<file path="src/common/aux_io_regs.svh">
// Purpose: Constants for the auxiliary I/O coprocessor with encoder counters.
// Assumes: Host is SPI master, mode 0, MSB first, 8-bit frames.
// Notes: Command byte values are local choices shared with the host.
// Notes on behaviour
// - Serial-receive mode: A, B, C analog; D is serial receive; TX always transmits.
// - Serial-receive mode forwards every byte received on D to the USB port.
// - Serial-receive mode at start and after every host reset.
// - All-analog mode: A, B, C and D are analog inputs.
// - Encoder mode: A/B form one quadrature pair, C/D another.
// - Slave-select flag is ORed into the mode and decoded separately.
// - Select disabled by default: the select line is the pot analog channel.
// - Select enabled and line high: ignore SPI bytes, leave MISO undriven.
// - Report USB power 1 when the connector supply is high.
// - Report 1 when USB is in the Configured state.
// - Report 1 while USB is suspended.
// - Report the virtual DTR line, default 0.
// - Report the virtual RTS line, default 0.
// - Encoder counts are signed 16-bit, positive limit 32767.
// - Count up when A/C changes first, down when B/D changes first.
// - Read-and-clear returns the count then zeroes it.
// - Both lines changing at once sets a sticky error, cleared on query.
// - Return a one-byte firmware version on request.
`ifndef AUX_IO_REGS_SVH
`define AUX_IO_REGS_SVH
`define CMD_SET_MODE      8'hc0
`define CMD_USB_POWER     8'ha0
`define CMD_USB_CONFIG    8'ha1
`define CMD_USB_SUSPEND   8'ha2
`define CMD_DTR           8'ha3
`define CMD_RTS           8'ha4
`define CMD_COUNT_1       8'hb0
`define CMD_COUNT_2       8'hb1
`define CMD_COUNT_CLR_1   8'hb2
`define CMD_COUNT_CLR_2   8'hb3
`define CMD_ERROR_1       8'hb4
`define CMD_ERROR_2       8'hb5
`define CMD_VERSION       8'hb6
`define MODE_RX           2'h0
`define MODE_ANALOG       2'h1
`define MODE_ENCODERS     2'h2
`define SELECT_FLAG_BIT   2
`define MODE_LSB          0
`define MODE_MSB          1
`define FIRMWARE_VERSION  8'h05
`define COUNT_MAX         16'h7fff
`define COUNT_MIN         16'h8000
`define BIT_LAST          3'h7
`endif

</file>
<file path="src/common/aux_io_pkg.sv">
package aux_io_pkg;
  typedef enum logic [1:0] {
    line_rx,
    line_analog,
    line_encoders,
    line_spare
  } line_mode_t;

  typedef struct packed {
    logic power;
    logic configured;
    logic suspended;
    logic dtr;
    logic rts;
  } usb_status_t;

  typedef struct packed {
    logic a_analog;
    logic b_analog;
    logic c_analog;
    logic d_analog;
    logic d_serial_rx;
    logic pot_analog;
  } line_use_t;

  typedef enum {
    reply_idle,
    reply_mode_arg,
    reply_high,
    reply_low
  } spi_state_t;
endpackage

</file>
<file path="src/hw/aux_io_encoder_slave.sv">
// Purpose: SPI slave holding mode, USB status, version and two quadrature counters.
// Assumes: SPI mode 0, MSB first; host paces bytes; link pins are asynchronous.
// Notes: Counts are 16-bit, returned high byte first in the two following frames.
`timescale 1ns/1ps
`include "aux_io_regs.svh"

module aux_io_encoder_slave
  import aux_io_pkg::*;
(
  // Clock and reset
  input  wire logic        clk_sys,
  input  wire logic        rst,
  // SPI link from the host
  input  wire logic        spi_sck,
  input  wire logic        spi_mosi,
  input  wire logic        spi_select_n,
  output logic             spi_miso_o,
  output logic             spi_miso_oe,
  // Host reset indication
  input  wire logic        host_reset,
  // Auxiliary lines
  input  wire logic        line_a,
  input  wire logic        line_b,
  input  wire logic        line_c,
  input  wire logic        line_d,
  output line_use_t        line_use,
  // Serial receive byte stream from line D to the USB port
  input  wire logic        rx_byte_valid,
  input  wire logic [7:0]  rx_byte,
  output logic             usb_tx_valid,
  output logic [7:0]       usb_tx_byte,
  // USB status
  input  usb_status_t      usb_status,
  // Encoder counts for observation
  output logic [15:0]      count_first,
  output logic [15:0]      count_second
);

  // ----------------------------------------------------------------
  // Synchronisers
  // ----------------------------------------------------------------
  logic [2:0] sync_sck, sync_mosi, sync_sel;
  logic [2:0] sync_a, sync_b, sync_c, sync_d;
  logic       sck_lvl, sel_lvl, a_lvl, b_lvl, c_lvl, d_lvl;
  logic       next_sck_lvl, next_sel_lvl;

  always_ff @(posedge clk_sys or posedge rst) begin
    if (rst) begin
      sync_sck  <= 3'h0;
      sync_mosi <= 3'h0;
      sync_sel  <= 3'h7;
      sync_a    <= 3'h0;
      sync_b    <= 3'h0;
      sync_c    <= 3'h0;
      sync_d    <= 3'h0;
      sck_lvl   <= 1'b0;
      sel_lvl   <= 1'b1;
    end else begin
      sync_sck  <= {sync_sck[1:0], spi_sck};
      sync_mosi <= {sync_mosi[1:0], spi_mosi};
      sync_sel  <= {sync_sel[1:0], spi_select_n};
      sync_a    <= {sync_a[1:0], line_a};
      sync_b    <= {sync_b[1:0], line_b};
      sync_c    <= {sync_c[1:0], line_c};
      sync_d    <= {sync_d[1:0], line_d};
      sck_lvl   <= next_sck_lvl;
      sel_lvl   <= next_sel_lvl;
    end
  end

  always_comb begin
    next_sck_lvl = (sync_sck[2] == sync_sck[1]) ? sync_sck[1] : sck_lvl;
    next_sel_lvl = (sync_sel[2] == sync_sel[1]) ? sync_sel[1] : sel_lvl;
  end

  assign a_lvl = sync_a[2];
  assign b_lvl = sync_b[2];
  assign c_lvl = sync_c[2];
  assign d_lvl = sync_d[2];

  // ----------------------------------------------------------------
  // Mode and line assignment
  // ----------------------------------------------------------------
  line_mode_t mode, next_mode;
  logic       select_en, next_select_en;
  logic       cmd_set_mode;
  logic [7:0] cmd_arg;

  always_comb begin
    next_mode      = mode;
    next_select_en = select_en;
    if (host_reset) begin
      next_mode      = line_rx;
      next_select_en = 1'b0;
    end else if (cmd_set_mode) begin
      next_mode      = line_mode_t'(cmd_arg[`MODE_MSB:`MODE_LSB]);
      next_select_en = cmd_arg[`SELECT_FLAG_BIT];
    end
  end

  always_ff @(posedge clk_sys or posedge rst) begin
    if (rst) begin
      mode      <= line_rx;
      select_en <= 1'b0;
    end else begin
      mode      <= next_mode;
      select_en <= next_select_en;
    end
  end

  always_comb begin
    line_use.a_analog    = (mode != line_encoders);
    line_use.b_analog    = (mode != line_encoders);
    line_use.c_analog    = (mode != line_encoders);
    line_use.d_analog    = (mode == line_analog) || (mode == line_spare);
    line_use.d_serial_rx = (mode == line_rx);
    line_use.pot_analog  = !select_en;
  end

  // Received serial bytes only pass to USB in serial-receive mode.
  always_ff @(posedge clk_sys or posedge rst) begin
    if (rst) begin
      usb_tx_valid <= 1'b0;
      usb_tx_byte  <= 8'h00;
    end else begin
      usb_tx_valid <= rx_byte_valid && (mode == line_rx);
      usb_tx_byte  <= rx_byte;
    end
  end

  // ----------------------------------------------------------------
  // Quadrature decoders
  // ----------------------------------------------------------------
  logic enc_on;
  logic clr_first, clr_second, err_clr_first, err_clr_second;
  logic err_first, err_second;

  assign enc_on = (mode == line_encoders);

  quad_counter u_first (
    .clk_sys   (clk_sys),
    .rst       (rst),
    .enable    (enc_on),
    .lead      (a_lvl),
    .lag       (b_lvl),
    .count_clr (clr_first),
    .err_clr   (err_clr_first),
    .count     (count_first),
    .err       (err_first)
  );

  quad_counter u_second (
    .clk_sys   (clk_sys),
    .rst       (rst),
    .enable    (enc_on),
    .lead      (c_lvl),
    .lag       (d_lvl),
    .count_clr (clr_second),
    .err_clr   (err_clr_second),
    .count     (count_second),
    .err       (err_second)
  );

  // ----------------------------------------------------------------
  // SPI slave
  // ----------------------------------------------------------------
  logic       sck_prev, next_sck_prev;
  logic [2:0] bit_cnt, next_bit_cnt;
  logic [7:0] shift_in, next_shift_in;
  logic [7:0] shift_out, next_shift_out;
  logic [7:0] low_hold, next_low_hold;
  spi_state_t state, next_state;
  logic       rise, byte_done, active;
  logic [7:0] rx_full;
  logic [7:0] reply;
  logic [15:0] rd_count;

  // Select only gates traffic when the feature is enabled.
  assign active    = !select_en || !sel_lvl;
  assign rise      = sck_lvl && !sck_prev;
  assign rx_full   = {shift_in[6:0], sync_mosi[2]};
  assign byte_done = active && rise && (bit_cnt == `BIT_LAST);
  assign cmd_arg   = rx_full;
  assign cmd_set_mode = byte_done && (state == reply_mode_arg);

  always_comb begin
    clr_first      = 1'b0;
    clr_second     = 1'b0;
    err_clr_first  = 1'b0;
    err_clr_second = 1'b0;
    rd_count       = 16'h0000;
    reply          = 8'h00;
    if (rx_full == `CMD_USB_POWER) begin
      reply = {7'h00, usb_status.power};
    end else if (rx_full == `CMD_USB_CONFIG) begin
      reply = {7'h00, usb_status.configured};
    end else if (rx_full == `CMD_USB_SUSPEND) begin
      reply = {7'h00, usb_status.suspended};
    end else if (rx_full == `CMD_DTR) begin
      reply = {7'h00, usb_status.dtr};
    end else if (rx_full == `CMD_RTS) begin
      reply = {7'h00, usb_status.rts};
    end else if (rx_full == `CMD_VERSION) begin
      reply = `FIRMWARE_VERSION;
    end else if (rx_full == `CMD_ERROR_1) begin
      reply         = {7'h00, err_first};
      err_clr_first = byte_done && (state == reply_idle);
    end else if (rx_full == `CMD_ERROR_2) begin
      reply          = {7'h00, err_second};
      err_clr_second = byte_done && (state == reply_idle);
    end else if (rx_full == `CMD_COUNT_1 || rx_full == `CMD_COUNT_CLR_1) begin
      rd_count  = count_first;
      clr_first = byte_done && (state == reply_idle) && (rx_full == `CMD_COUNT_CLR_1);
    end else if (rx_full == `CMD_COUNT_2 || rx_full == `CMD_COUNT_CLR_2) begin
      rd_count   = count_second;
      clr_second = byte_done && (state == reply_idle) && (rx_full == `CMD_COUNT_CLR_2);
    end
  end

  always_comb begin
    next_sck_prev  = sck_lvl;
    next_bit_cnt   = bit_cnt;
    next_shift_in  = shift_in;
    next_shift_out = shift_out;
    next_low_hold  = low_hold;
    next_state     = state;
    if (!active) begin
      next_bit_cnt = 3'h0;
    end else if (rise) begin
      next_shift_in = rx_full;
      next_bit_cnt  = bit_cnt + 3'h1;
      // The next bit moves up on the rising edge, because the synchroniser delay
      // outlasts half an SCK period and a falling-edge shift would come too late.
      next_shift_out = {shift_out[6:0], 1'b0};
      if (byte_done) begin
        // Replies are staged for the next frame; the host's inter-byte gap covers this.
        next_shift_out = 8'h00;
        case (state)
          reply_idle: begin
            if (rx_full == `CMD_SET_MODE) begin
              next_state = reply_mode_arg;
            end else if (rx_full == `CMD_COUNT_1 || rx_full == `CMD_COUNT_2 ||
                         rx_full == `CMD_COUNT_CLR_1 || rx_full == `CMD_COUNT_CLR_2) begin
              next_shift_out = rd_count[15:8];
              next_low_hold  = rd_count[7:0];
              next_state     = reply_low;
            end else begin
              next_shift_out = reply;
            end
          end
          reply_low: begin
            next_shift_out = low_hold;
            next_state     = reply_idle;
          end
          default: begin
            next_state = reply_idle;
          end
        endcase
      end
    end
  end

  always_ff @(posedge clk_sys or posedge rst) begin
    if (rst) begin
      sck_prev  <= 1'b0;
      bit_cnt   <= 3'h0;
      shift_in  <= 8'h00;
      shift_out <= 8'h00;
      low_hold  <= 8'h00;
      state     <= reply_idle;
    end else begin
      sck_prev  <= next_sck_prev;
      bit_cnt   <= next_bit_cnt;
      shift_in  <= next_shift_in;
      shift_out <= next_shift_out;
      low_hold  <= next_low_hold;
      state     <= next_state;
    end
  end

  assign spi_miso_o  = shift_out[7];
  assign spi_miso_oe = active;

endmodule

// One quadrature pair: lead changing first counts up, lag first counts down.
module quad_counter (
  // Clock and reset
  input  wire logic        clk_sys,
  input  wire logic        rst,
  // Control
  input  wire logic        enable,
  input  wire logic        lead,
  input  wire logic        lag,
  input  wire logic        count_clr,
  input  wire logic        err_clr,
  // State
  output logic [15:0]      count,
  output logic             err
);
  logic        lead_q, lag_q;
  logic [15:0] next_count;
  logic        next_err;
  logic        d_lead, d_lag, up, down;

  assign d_lead = lead ^ lead_q;
  assign d_lag  = lag ^ lag_q;
  // With X4 decoding, lead's level after its change differs from lag when lead moved first.
  assign up     = enable && (d_lead ^ d_lag) && ((d_lead && (lead != lag)) ||
                  (d_lag && (lead == lag)));
  assign down   = enable && (d_lead ^ d_lag) && !up;

  always_comb begin
    next_count = count;
    next_err   = err;
    if (count_clr) begin
      next_count = 16'h0000;
    end
    // Saturation keeps the sign honest; the host must clear before the limit.
    if (up && count != `COUNT_MAX) begin
      next_count = next_count + 16'h0001;
    end else if (down && count != `COUNT_MIN) begin
      next_count = next_count - 16'h0001;
    end
    if (err_clr) begin
      next_err = 1'b0;
    end
    if (enable && d_lead && d_lag) begin
      next_err = 1'b1;
    end
  end

  always_ff @(posedge clk_sys or posedge rst) begin
    if (rst) begin
      lead_q <= 1'b0;
      lag_q  <= 1'b0;
      count  <= 16'h0000;
      err    <= 1'b0;
    end else begin
      lead_q <= lead;
      lag_q  <= lag;
      count  <= next_count;
      err    <= next_err;
    end
  end
endmodule

</file>
<file path="config.mk">
export PLATFORM = sky130hd
export DESIGN_NAME = aux_io_encoder_slave
export DESIGN_NICKNAME = d
export VERILOG_FILES = /design/src/common/aux_io_pkg.sv /design/src/hw/aux_io_encoder_slave.sv
export VERILOG_INCLUDE_DIRS = /design/src /design/src/common
export SDC_FILE = /design/constraint.sdc
export NUM_CORES = 1
export LEC_CHECK = 0
export ABC_AREA = 0
export BUFFER_PORTS_ARGS = -buffer_cell sky130_fd_sc_hd__buf_2
export CAP_MARGIN = 10
export CORE_ASPECT_RATIO = 1.75
export CORE_MARGIN = 8
export CORE_UTILIZATION = 60
export DETAILED_ROUTE_END_ITERATION = 10
export PLACE_DENSITY = 0.87
export SKIP_CTS_REPAIR_TIMING = 1
export SYNTH_ARGS = -nofsm -noshare
export SYNTH_HDL_FRONTEND = slang
export SYNTH_HIERARCHICAL = 1
export SYNTH_SLANG_ARGS = --single-unit
export TNS_END_PERCENT = 5
</file>
<file path="constraint.sdc">
create_clock -name clk_sys -period 10.9 [get_ports clk_sys]
set_input_delay 0.545 -clock clk_sys [delete_from_list [all_inputs] [get_ports clk_sys]]
set_output_delay 0.545 -clock clk_sys [all_outputs]
set_load 0.005 [all_outputs]
</file>
==> metrics.md <==
| Metric | Value |
|---|---|
| Worst reg-to-reg setup slack | `between 6 and 7 ns` |
| Worst-path clk slew | `roughly 0.080 ns` |
| PwrDens | `165 mW/mm2` |
| Post-synthesis cell type count | `slightly above 90` |
| Crit end category | `register` |
| TritonCTS clock tree | `done` |
| Switching part of the total | `35.5%` |
| Internal cell power | `a little over 700 uW` |
| Max Clock Skew | `0.0109 ns` |
| Clock Path Buffers | `2` |
| Main combinational cell family by area after synthesis | `simple AND/OR/NAND/NOR gates` |
| Post-synth EDFFs | `0` |
| Ys flop type | `dfrtp_1` |
| Register area share after synthesis | `about 43%` |
| Max IR drop VDD | `approximately 0.00011 V` |
| Row cnt | `48` |
| Relative slew slack | `a little under a fifth` |
| Vias per cell | `6.75` |
| Gp weighted congestion | `0.935` |
| Num CTS Buffers | `9` |
| Cell Area, Placed | `about 0.0063 mm2` |
| Post-layout nets | `just over 700` |
| Status | `finished, final reports clean` |
| Largest net degree at the start of global routing | `65` |
| Mapped cell area | `approximately 0.006 mm2` |
| Die height | `roughly 150 um` |
| Post-synthesis sequential element count | `slightly above 100` |
| Worst reg2reg path startpoint | `select_en` |
| # diodes | `0` |
| Share of total power in combinational logic | `23.7%` |
| Sequential power share | `47.0%` |
| FF+latch area | `approximately 0.0026 mm2` |
| Mux cell area share after synthesis | `under 10%` |
| Post-Syn Nets | `658` |
| Post-Synth Simple-Gate Area | `23.2%` |
| Count leader, synth | `dfrtp_1` |
| Fin. max-slew vios | `0` |
| Placed insts | `785` |
| Worst Setup EP | `u_second/count[10]` |
| Finished Layout Cells | `approximately 800` |
| Yosys warnings | `6` |
| GR Util All Layers | `about 25%` |
| Post-synthesis adder-cell area fraction | `under 10%` |
| # setup viols final | `0` |
| Antenna Violating Nets Remaining | `0` |
| Compound-Gate Fraction of Synth Area | `a little under a fifth` |
| CP arrival | `approximately 5.0 ns` |
| H-tree levels | `3` |
| XOR/XNOR Fraction of Synth Area | `under 10%` |
| Initial Util | `around three fifths` |
| Initial DRC count | `about 570` |
| Clock latency on the worst-skew pair | `between 0.3 and 0.4 ns` |
| FFs w/ async S/R, synth | `100%` |
| Die width | `around 90 um` |
| Core Region | `between 0.009 and 0.01 mm2` |
| Router iterations before antenna repair | `6` |
| First-pass GRT wire length | `roughly 28000 um` |
| # port buffers | `72` |
| HP Class | `primary input to register` |
| Yosys top cell by area | `dfrtp_1` |
| Kind of critical path | `register to register` |
| Design area | `between 0.006 and 0.007 mm2` |
| Crit Path Max Fanout | `27` |
| Area contributors post-synth | `dfrtp_1, nand2_1, mux2i_1` |
| Max-cap viol count | `0` |
| P_sw | `just under 400 uW` |
| FF-to-FF End | `u_second/count[10]` |
| Post-layout util | `67.6%` |
| Fillcell total | `around 760` |
| Tmin final | `roughly 4.8 ns` |
| Worst-Margin Slew | `1.22 ns` |
| Synth top cells by count | `dfrtp_1, nand2_1, nor2_1, inv_1, nor3_1` |
| Final hold violation count | `0` |
| DIE AREA | `around 0.014 mm2` |
| RSZ-0062 raised after global routing | `false` |
| Antenna violations before repair | `0` |
| Gr ovfl total | `0` |
| Avg WL per Cell | `21.3 um` |
| Reg2reg path depth | `14` |
| Multi-input gate area | `between 0.003 and 0.004 mm2` |
| Tcrit/Tclk final | `a little over two fifths` |
| Setup crit start kind | `register` |
| Syn Inst Count | `625` |
| Fin Setup TNS | `0 ns` |
| Final Power | `around 1.1 mW` |
| Synthesis-to-finish area growth | `10.5%` |
| Data required time at the worst endpoint | `between 10 and 15 ns` |
| CTS root buf | `clkbuf_16` |
| I/O pins | `73` |
| Mean Syn Cell Area | `about 9.6 um2` |
| FMAX | `between 0.2 and 0.25 GHz` |
| Layout cells sized above 1 | `around a fifth` |
| Critical Path Start | `select_en` |
| Final wirelength | `about 17000 um` |
| Leakage power | `between 2 and 3 nW` |
| Part of the power in the clock network | `between 20% and 30%` |
| Clk sinks | `roughly 100` |
| Vias | `roughly 5400` |
| Final HPWL DP | `around 12000 um` |
| Residual DRC | `0` |
| Share of the synthesized area in the top cell type | `between 40% and 50%` |
| Number of global-route vias before repair | `about 5500` |
==> how the worst min path moves through the flow <==
stage | from | to | cells after the start
floorplan | sync_a[0] | sync_a[1] | 0
global placement | sync_c[0] | sync_c[1] | 0
detailed placement | sync_c[1] | sync_c[2] | 0
CTS | line_b | sync_b[0] | 1
global route | line_a | sync_a[0] | 1
finish | line_b | sync_b[0] | 1
==> per-layer routing <==
layer / wire length (um) / global-route usage, % / vias up
met5: 0 / 0 / -
met4: 719 / 14.9 / 0
met3: 1050 / 4.14 / 66
met2: 8910 / 44.6 / 276
met1: 6390 / 28.0 / 2656
li1: - / - / 2411
==> metrics by stage <==
stage	setup WS [ns]	hold WS (ns)
after global placement	6.38	0.334
final	6.15	0.294
after CTS	6.21	0.286
after global routing	5.65	0.283
after detailed placement	6.22	0.335
after floorplan	7.01	0.331
==> state kept, by name, indices dropped and copies added, names as in the netlist, 2 cells and up <==
register        count
sync_sel            3
sync_sck            3
sync_a              3
sync_c              3
shift_in            7
sync_b              3
u_second/count     16
low_hold            8
sync_d              3
usb_tx_byte         8
u_first/count      16
shift_out           8
sync_mosi           3
bit_cnt             3
state               2
mode                2
==> layout by cell type, fill, tap and decap left out, types with 11 or more instances in the layout <==
| cell type | synthesis | routed |
|---|---|---|
| a211oi_1 | 13 | 13 |
| nor3_1 | 25 | 25 |
| nor2_1 | 37 | 37 |
| nand4_1 | 14 | 14 |
| and3_1 | 13 | 13 |
| inv_1 | 31 | 30 |
| dfrtp_1 | 98 | 98 |
| buf_2 | 9 | 72 |
| mux2i_1 | 22 | 22 |
| nand2_1 | 67 | 67 |
| nand3_1 | 16 | 16 |
| o21ai_0 | 23 | 23 |
| nor4_1 | 14 | 14 |
| a21oi_1 | 11 | 11 |
==> power by group through the flow <==
stage	combinational, mW	sequential [mW]	clock [mW]
after global placement	0.243	0.514	0
after CTS	0.255	0.510	0.325
after detailed placement	0.253	0.518	0
after global routing	0.286	0.521	0.339
final	0.258	0.513	0.320
after floorplan	0.220	0.470	0
==> final cells by class <==
type                    instances  share of cell area [%]
inverters                      32                    1.82
flip-flops and latches        102                    38.7
clock inverters                 6                   0.946
multi-input cells             450                    46.7
repair buffers                 76                    5.90
clock buffers                  10                    3.61
well taps                     125                    2.36
==> critical path, stage by stage (launching register included) <==
cell and delay [ns]:
dfrtp_1 0.39, and2_1 0.21, nor2_2 0.63, nand4_1 0.67
inv_1 0.16, and3_1 0.16, buf_4 0.28, clkinv_1 0.32
nand2_1 0.17, ha_1 0.15, nand2_1 0.06, nor3_1 0.58
o21ai_2 0.28, o22ai_1 0.20, mux2_2 0.35
==> kinds of logic (layout without fill, tap and decap cells) <==
family                   count (synthesis)  after routing
XOR/XNOR                                17             17
adder cells (fa/ha/maj)                 11             11
buffers and inverters                   73            124
AO/OA/AOI/OAI                          145            145
multiplexers                            26             26
AND/OR/NAND/NOR                        251            251
flip-flops                             102            102
Note: power is estimated with default switching activity, not from simulation.
